[config.mk]
export PLATFORM = sky130hd
export DESIGN_NAME = sstl_core
export DESIGN_NICKNAME = d
export VERILOG_FILES = /design/src/sstl_core.v /design/src/sstl_sync.v
export VERILOG_INCLUDE_DIRS = /design/src /design/src/src
export SDC_FILE = /design/constraint.sdc
export NUM_CORES = 1
export LEC_CHECK = 0
export BUFFER_PORTS_ARGS = -buffer_cell sky130_fd_sc_hd__buf_2
export CORE_AREA = 2 2 110 112
export DETAILED_ROUTE_END_ITERATION = 7
export DIE_AREA = 0 0 112 114
export PLACE_DENSITY = 0.73
export SYNTH_ARGS = -nofsm -noshare
export SYNTH_HDL_FRONTEND = slang
export SYNTH_SLANG_ARGS = --single-unit
[constraint.sdc]
create_clock -name clk -period 4.16 [get_ports clk]
set_input_delay 0.208 -clock clk [delete_from_list [all_inputs] [get_ports clk]]
set_output_delay 0.208 -clock clk [all_outputs]
set_load 0.03 [all_outputs]
[src/sstl_defines.vh]
// constants for the speed source and travel limit block
`ifndef SSTL_DEFINES_VH
`define SSTL_DEFINES_VH

// travel limit setup values
`define SSTL_TL_STOP      2'h0
`define SSTL_TL_IGNORE    2'h1
`define SSTL_TL_TRIP_ANY  2'h2
`define SSTL_TL_RESET     2'h1

// speed source setup values
`define SSTL_SRC_ANALOG   2'h0
`define SSTL_SRC_PRESET4  2'h1
`define SSTL_SRC_PRESET3  2'h2
`define SSTL_SRC_PRESET8  2'h3
`define SSTL_SRC_RESET    2'h0

// zero clamp function values
`define SSTL_ZC_OFF       2'h0
`define SSTL_ZC_CLAMP     2'h1
`define SSTL_ZC_SIGN      2'h2
`define SSTL_ZC_RESET     2'h0

// widths
`define SSTL_SPD_W        16
`define SSTL_TIME_W       16

// stop sequence encoding
`define SSTL_STOP_SEQ_W   3
`define SSTL_STOP_SEQ_RST 3'h0

`endif

[src/sstl_core.v]
// speed command selection and travel limit qualification
`timescale 1ns/1ps
`default_nettype none
`include "sstl_defines.vh"

module sstl_core (
	// clock and reset
	input  wire                          clk,
	input  wire                          rst,
	// power-on pulse: latches pending travel limit, speed source and zero clamp setup
	input  wire                          power_on_load,
	// pending setup values
	input  wire [1:0]                    travel_limit_setup,
	input  wire [1:0]                    speed_source_select,
	input  wire [1:0]                    zero_clamp_function,
	input  wire [`SSTL_STOP_SEQ_W-1:0]   overtravel_stop_sequence,
	input  wire [`SSTL_TIME_W-1:0]       accel_time_setup,
	input  wire [`SSTL_TIME_W-1:0]       decel_time_setup,
	input  wire [`SSTL_TIME_W-1:0]       scurve_time_setup,
	// contact inputs, high = closed to common
	input  wire                          ccw_travel_limit_in,
	input  wire                          cw_travel_limit_in,
	input  wire                          preset_select_bit0,
	input  wire                          preset_select_bit1,
	input  wire                          preset_select_bit2,
	input  wire                          zero_clamp_in,
	// speed sources
	input  wire [`SSTL_SPD_W-1:0]        analog_speed_ref,
	input  wire [`SSTL_SPD_W-1:0]        preset_speed_1,
	input  wire [`SSTL_SPD_W-1:0]        preset_speed_2,
	input  wire [`SSTL_SPD_W-1:0]        preset_speed_3,
	input  wire [`SSTL_SPD_W-1:0]        preset_speed_4,
	input  wire [`SSTL_SPD_W-1:0]        preset_speed_5,
	input  wire [`SSTL_SPD_W-1:0]        preset_speed_6,
	input  wire [`SSTL_SPD_W-1:0]        preset_speed_7,
	input  wire [`SSTL_SPD_W-1:0]        preset_speed_8,
	// speed command result
	output reg  [`SSTL_SPD_W-1:0]        speed_cmd,
	output reg                           speed_cmd_ccw,
	output reg                           speed_cmd_analog,
	output reg  [2:0]                    preset_index,
	output reg                           zero_clamped,
	// profile times for the selected command
	output reg  [`SSTL_TIME_W-1:0]       accel_time,
	output reg  [`SSTL_TIME_W-1:0]       decel_time,
	output reg  [`SSTL_TIME_W-1:0]       scurve_time,
	// travel limit result
	output reg                           ccw_inhibit,
	output reg                           cw_inhibit,
	output reg                           overtravel_stop_req,
	output reg  [`SSTL_STOP_SEQ_W-1:0]   stop_sequence,
	output reg                           overtravel_trip_error
);

// ---------------------------------------------------------------
// power-on latched modes; stop sequence and times follow setup every cycle
// ---------------------------------------------------------------
reg [1:0] tl_mode;
reg [1:0] src_mode;
reg [1:0] zc_mode;

always @(posedge clk or posedge rst)
begin
	if (rst)
	begin
		tl_mode       <= `SSTL_TL_RESET;
		src_mode      <= `SSTL_SRC_RESET;
		zc_mode       <= `SSTL_ZC_RESET;
		stop_sequence <= `SSTL_STOP_SEQ_RST;
		accel_time    <= {`SSTL_TIME_W{1'b0}};
		decel_time    <= {`SSTL_TIME_W{1'b0}};
		scurve_time   <= {`SSTL_TIME_W{1'b0}};
	end
	else
	begin
		if (power_on_load)
		begin
			tl_mode  <= travel_limit_setup;
			src_mode <= speed_source_select;
			zc_mode  <= zero_clamp_function;
		end
		stop_sequence <= overtravel_stop_sequence;
		accel_time    <= accel_time_setup;
		decel_time    <= decel_time_setup;
		scurve_time   <= scurve_time_setup;
	end
end

// ---------------------------------------------------------------
// input synchronisation
// ---------------------------------------------------------------
wire [5:0] sync_in;
wire [5:0] sync_out;

assign sync_in = {zero_clamp_in, preset_select_bit2, preset_select_bit1,
	preset_select_bit0, cw_travel_limit_in, ccw_travel_limit_in};

// reset leaves every contact reading open; the ignore mode chosen at
// reset keeps that from tripping before the first power-on load
sstl_sync #(
	.W(6)
) u_sync (
	.clk  (clk),
	.rst  (rst),
	.din  (sync_in),
	.dout (sync_out)
);

wire ccw_closed;
wire cw_closed;
wire [2:0] sel;
wire zc_closed;

assign ccw_closed = sync_out[0];
assign cw_closed  = sync_out[1];
assign sel        = sync_out[4:2];
assign zc_closed  = sync_out[5];

// ---------------------------------------------------------------
// travel limit decode
// ---------------------------------------------------------------
reg next_ccw_inhibit;
reg next_cw_inhibit;
reg next_trip;

always @*
begin
	next_ccw_inhibit = 1'b0;
	next_cw_inhibit  = 1'b0;
	next_trip        = overtravel_trip_error;
	case (tl_mode)
		`SSTL_TL_STOP:
		begin
			next_ccw_inhibit = ~ccw_closed;
			next_cw_inhibit  = ~cw_closed;
			if (~ccw_closed & ~cw_closed)
				next_trip = 1'b1;
		end
		`SSTL_TL_IGNORE:
		begin
			next_ccw_inhibit = 1'b0;
			next_cw_inhibit  = 1'b0;
		end
		`SSTL_TL_TRIP_ANY:
		begin
			if (~ccw_closed | ~cw_closed)
				next_trip = 1'b1;
		end
		default:
		begin
			next_ccw_inhibit = 1'b0;
			next_cw_inhibit  = 1'b0;
		end
	endcase
end

// ---------------------------------------------------------------
// travel limit registers
// ---------------------------------------------------------------
// trip error is sticky until reset or the next power-on load, which
// stands for a restart of control power and so clears it outright
always @(posedge clk or posedge rst)
begin
	if (rst)
	begin
		ccw_inhibit           <= 1'b0;
		cw_inhibit            <= 1'b0;
		overtravel_stop_req   <= 1'b0;
		overtravel_trip_error <= 1'b0;
	end
	else
	begin
		ccw_inhibit         <= next_ccw_inhibit;
		cw_inhibit          <= next_cw_inhibit;
		overtravel_stop_req <= next_ccw_inhibit | next_cw_inhibit;
		if (power_on_load)
			overtravel_trip_error <= 1'b0;
		else
			overtravel_trip_error <= next_trip;
	end
end

// ---------------------------------------------------------------
// speed source selection
// ---------------------------------------------------------------
reg [`SSTL_SPD_W-1:0] src_speed;
reg [`SSTL_SPD_W-1:0] next_speed;
reg                   next_analog;
reg [2:0]             next_index;
reg                   next_ccw;
reg                   next_clamp;

always @*
begin
	next_analog = 1'b0;
	next_index  = 3'h0;
	case (src_mode)
		`SSTL_SRC_ANALOG:
			next_analog = 1'b1;
		`SSTL_SRC_PRESET4:
			next_index = {1'b0, sel[1:0]};
		`SSTL_SRC_PRESET3:
		begin
			next_index = {1'b0, sel[1:0]};
			if (sel[1:0] == 2'h3)
				next_analog = 1'b1;
		end
		`SSTL_SRC_PRESET8:
			next_index = sel;
		default:
			next_analog = 1'b1;
	endcase
end

// ---------------------------------------------------------------
// preset multiplexer
// ---------------------------------------------------------------
// index 4 to 7 reaches the second bank; only source 3 sets bit 2
always @*
begin
	if (next_analog)
		src_speed = analog_speed_ref;
	else
	begin
		case (next_index)
			3'h0: src_speed = preset_speed_1;
			3'h1: src_speed = preset_speed_2;
			3'h2: src_speed = preset_speed_3;
			3'h3: src_speed = preset_speed_4;
			3'h4: src_speed = preset_speed_5;
			3'h5: src_speed = preset_speed_6;
			3'h6: src_speed = preset_speed_7;
			default: src_speed = preset_speed_8;
		endcase
	end
end

// ---------------------------------------------------------------
// zero clamp and direction sign
// ---------------------------------------------------------------
// the clamp overrides whichever source was chosen, analog included
always @*
begin
	next_ccw   = 1'b0;
	next_clamp = 1'b0;
	case (zc_mode)
		`SSTL_ZC_OFF:
			next_clamp = 1'b0;
		`SSTL_ZC_CLAMP:
			next_clamp = ~zc_closed;
		`SSTL_ZC_SIGN:
			next_ccw = ~zc_closed;
		default:
			next_clamp = 1'b0;
	endcase
	if (next_clamp)
		next_speed = {`SSTL_SPD_W{1'b0}};
	else
		next_speed = src_speed;
end

// ---------------------------------------------------------------
// speed command registers
// ---------------------------------------------------------------
always @(posedge clk or posedge rst)
begin
	if (rst)
	begin
		speed_cmd        <= {`SSTL_SPD_W{1'b0}};
		speed_cmd_ccw    <= 1'b0;
		speed_cmd_analog <= 1'b1;
		preset_index     <= 3'h0;
		zero_clamped     <= 1'b0;
	end
	else
	begin
		speed_cmd        <= next_speed;
		speed_cmd_ccw    <= next_ccw;
		speed_cmd_analog <= next_analog;
		preset_index     <= next_index;
		zero_clamped     <= next_clamp;
	end
end

endmodule

`default_nettype wire

[src/sstl_sync.v]
// two flop synchroniser for a group of contact inputs
`timescale 1ns/1ps
`default_nettype none

module sstl_sync #(
	parameter W = 6
) (
	// clock and reset
	input  wire         clk,
	input  wire         rst,
	// data
	input  wire [W-1:0] din,
	output reg  [W-1:0] dout
);

reg [W-1:0] stage1;

genvar i;
generate
	for (i = 0; i < W; i = i + 1)
	begin : g_bit
		always @(posedge clk or posedge rst)
		begin
			if (rst)
			begin
				stage1[i] <= 1'b0;
				dout[i]   <= 1'b0;
			end
			else
			begin
				stage1[i] <= din[i];
				dout[i]   <= stage1[i];
			end
		end
	end
endgenerate

endmodule

`default_nettype wire

==> metrics.md <==
| Metric | Value |
|---|---|
| Syn Inst Count | `302` |
| Top_reg_cell synth | `dfrtp_1` |
| Horiz. Die Dim | `112 µm` |
| Worst endpoint required time | `4340 ps` |
| Simple-gate share of the synthesized area | `14.4%` |
| CTS tree | `built` |
| Crit path kind | `reg2reg` |
| DIE AREA | `12800 µm²` |
| Root Driver | `clkbuf_16` |
| Peak-usage layer in the global routing report | `met2` |
| Reg-to-reg endpoint | `speed_cmd[14]` |
| Post-CTS Setup Bufs | `0` |
| Largest net degree at the start of global routing | `59` |
| Clock buffer depth | `2` |
| Tcrit/Tclk final | `72.6%` |
| Remaining antenna violation count after routing | `0` |
| Multiplexer area fraction after synthesis | `1.16%` |
| Ys Warns | `0` |
| Unrepaired setup endpoints after global routing | `no` |
| Routed WL per cell | `19.6 µm` |
| Worst Hold Class | `in2reg` |
| LEAKAGE | `3.03 nW` |
| Final WL | `15400 µm` |
| Total Power | `0.00251 W` |
| Design Area, Final | `6290 µm²` |
| Outcome | `complete, no violations` |
| Slew @ Worst Pin | `1190 ps` |
| CP Depth | `4` |
| DRT Pass-1 Iters | `6` |
| First-pass GRT wire length | `23200 µm` |
| Drt drc | `0` |
| Synth Cell Area | `3870 µm²` |
| Minimum clock period after layout | `3020 ps` |
| Worst Hold Launch | `speed_source_select[1]` |
| Power Dens Cells | `398 nW/µm²` |
| Initial antenna violation count | `0` |
| Layout cell share with drive strength beyond 1 | `50.2%` |
| Reg2reg setup slack | `1140 ps` |
| Post-synth EDFFs | `0` |
| Clock Latency Late Sink | `340 ps` |
| Startpoint type of the worst setup path | `register` |
| CTS clk-pin slew, worst paths | `70 ps` |
| Async SR Flop Fraction | `100%` |
| Total Negative Setup Slacks | `0 ps` |
| Core ar. | `11700 µm²` |
| Syn-to-layout area delta | `62.6%` |
| GRT overflow | `0` |
| Worst hold path endpoint | `src_mode[1]` |
| Number of port buffers | `286` |
| Worst VDD drop | `369 µV` |
| Critical path's slowest cell | `dfrtp_1` |
| CP bufs+invs | `0` |
| CP Cell Sequence | `o21ba_2 -> nor3b_1 -> a2111oi_0 -> a21oi_1` |
| Syn Nets | `515` |
| Initial DRC count | `429` |
| Vias in the first global route | `4177` |
| Max incr delay on CP | `1130 ps` |
| Initial Util | `33.1%` |
| Area share of xor/xnor cells in the synthesized design | `0%` |
| GPL Wtd Cong | `0.857` |
| H-tree lvl count | `3` |
| Largest family of logic cells by synthesized area | `compound AO/OA/AOI/OAI gates` |
| Total GRT Usage | `23.8%` |
| FP Rows | `40` |
| Vias per inst | `5.13` |
| Fin nets | `848` |
| DP HPWL | `10700 µm` |
| Crit-path max FO | `41` |
| Synthesized area per cell | `12.8 µm²` |
| RR Startpoint | `u_sync.dout[3]` |
| Final design utilization | `53.8%` |
| Critical path data arrival time | `3200 ps` |
| Hold Path Depth | `3` |
| Count of final hold-check violations | `0` |
| Vias | `4040` |
| Clk_skew | `8.94 ps` |
| Normalized max-slew margin | `20.8%` |
| Met3 GRT Util | `7.23%` |
| Number of library cell types mapped by synthesis | `37` |
| Met2 Use GR | `40.0%` |
| Sinks on Clock Net | `95` |
| FF-to-FF path depth | `4` |
| Fmax | `331 MHz` |
| Ant diodes | `0` |
| Crit. End Element | `register` |
| Most frequent cells in the layout | `buf_2 (286), dfrtp_1 (93), dlygate4sd3_1 (58), a21oi_1 (32), nand3b_1 (30)` |
| Commonest non-fill, non-tap cell in the layout | `buf_2` |
| Hold WS | `96.9 ps` |
| Final setup viols | `0` |
| CTS Buf Count | `9` |
| Fin. max-slew vios | `0` |
| Synth Area in Adders | `0.969%` |
| Synthesized-area fraction occupied by ao, oa, aoi and oai cells | `18.2%` |
| CP delay by family, top | `compound AO/OA/AOI/OAI gates` |
| Seq/Total Area, Yosys | `61.5%` |
| Met1 Use GR | `29.9%` |
| Die height | `114 µm` |
| Placed inst area | `5390 µm²` |
| Number of max-cap violations | `0` |
| Flops & latches, synth | `95` |
| Io pins | `287` |
-- layout make-up --
type / count / area, µm²
clock inverters: 7 / 100
inverters: 7 / 28.8
repair buffers: 346 / 2030
clock buffers: 9 / 225
fillers: 1006 / 5420
flip-flops and latches: 95 / 2380
multi-input cells: 176 / 1350
well taps: 147 / 184
-- metal layers --
metal  part of all wire, %  wire length, µm  up-vias
li1                      -                -     1835
met1                    39             5940     1930
met2                    49             7630      248
met3                    10             1550       27
met4                   2.0              308        0
met5                     0                0        -
-- state kept, by name, indices dropped and copies added, names as in the netlist, 2 cells and up --
name	flops
tl_mode	2
scurve_time	16
u_sync.stage1	6
accel_time	16
src_mode	2
speed_cmd	16
decel_time	16
stop_sequence	3
preset_index	3
zc_mode	2
u_sync.dout	6
-- cells by family after synthesis --
kind of cell | after synthesis
buf+inv | 31
flops | 95
fa+ha+maj | 3
compound gates | 92
simple gates | 77
mux | 4
-- where the power goes --
group          internal [W]  switching [W]  total, W
Sequential          0.00100      0.0000420   0.00104
Clock              0.000488       0.000399  0.000886
Combinational      0.000230       0.000349  0.000579
Total               0.00172       0.000790   0.00251
-- through the flow --
stage,setup slack [ps],instances
CTS,1260,787
global route,973,787
detailed placement,1270,713
floorplan,1480,302
global placement,1350,713
finish,1140,787
-- tightest hold or removal path, stage by stage --
cell	delay [ps]
buf_2	80
nand2_1	50
o21ai_0	60
-- worst max path at each step --
stage                         from       endpoint  slack, ps
detailed placement  u_sync.dout[3]  speed_cmd[14]       1270
global placement    u_sync.dout[3]  speed_cmd[14]       1350
CTS                 u_sync.dout[3]  speed_cmd[14]       1260
global route        u_sync.dout[3]  speed_cmd[14]        970
floorplan                      rst  accel_time[0]       1480
finish              u_sync.dout[3]  speed_cmd[14]       1140
-- timing repair --
action                                 CTS  global route
endpoints found under the hold margin   59             0
hold buffers                            58             0
setup endpoints to repair                0             0
resized for setup                        0             0
-- synth_stat cells (2+ instances only) --
master     number  share of area [%]
nor4_4          2                1.1
nand3b_1       30                5.8
nand2b_1        3               0.48
nand2_1         9               0.87
o21ai_0         2               0.26
buf_6           2               0.58
nor2_1          5               0.48
inv_1           7               0.68
a31oi_1         2               0.32
o221ai_1       16                3.6
buf_2           8                1.0
buf_1           2               0.19
a21oi_1        32                4.1
buf_4           2               0.39
mux2_2          4                1.2
dfrtp_1        93                 60
nor3_1          4               0.52
clkbuf_1       10               0.97
a2111oi_0      16                3.6
nor3b_1        17                3.3
o21ba_2         2               0.52
dfstp_2         2                1.4
a222oi_1       15                3.9
a211oi_1        2               0.39
ha_1            3               0.97
Note: power is estimated with default switching activity, not from simulation.
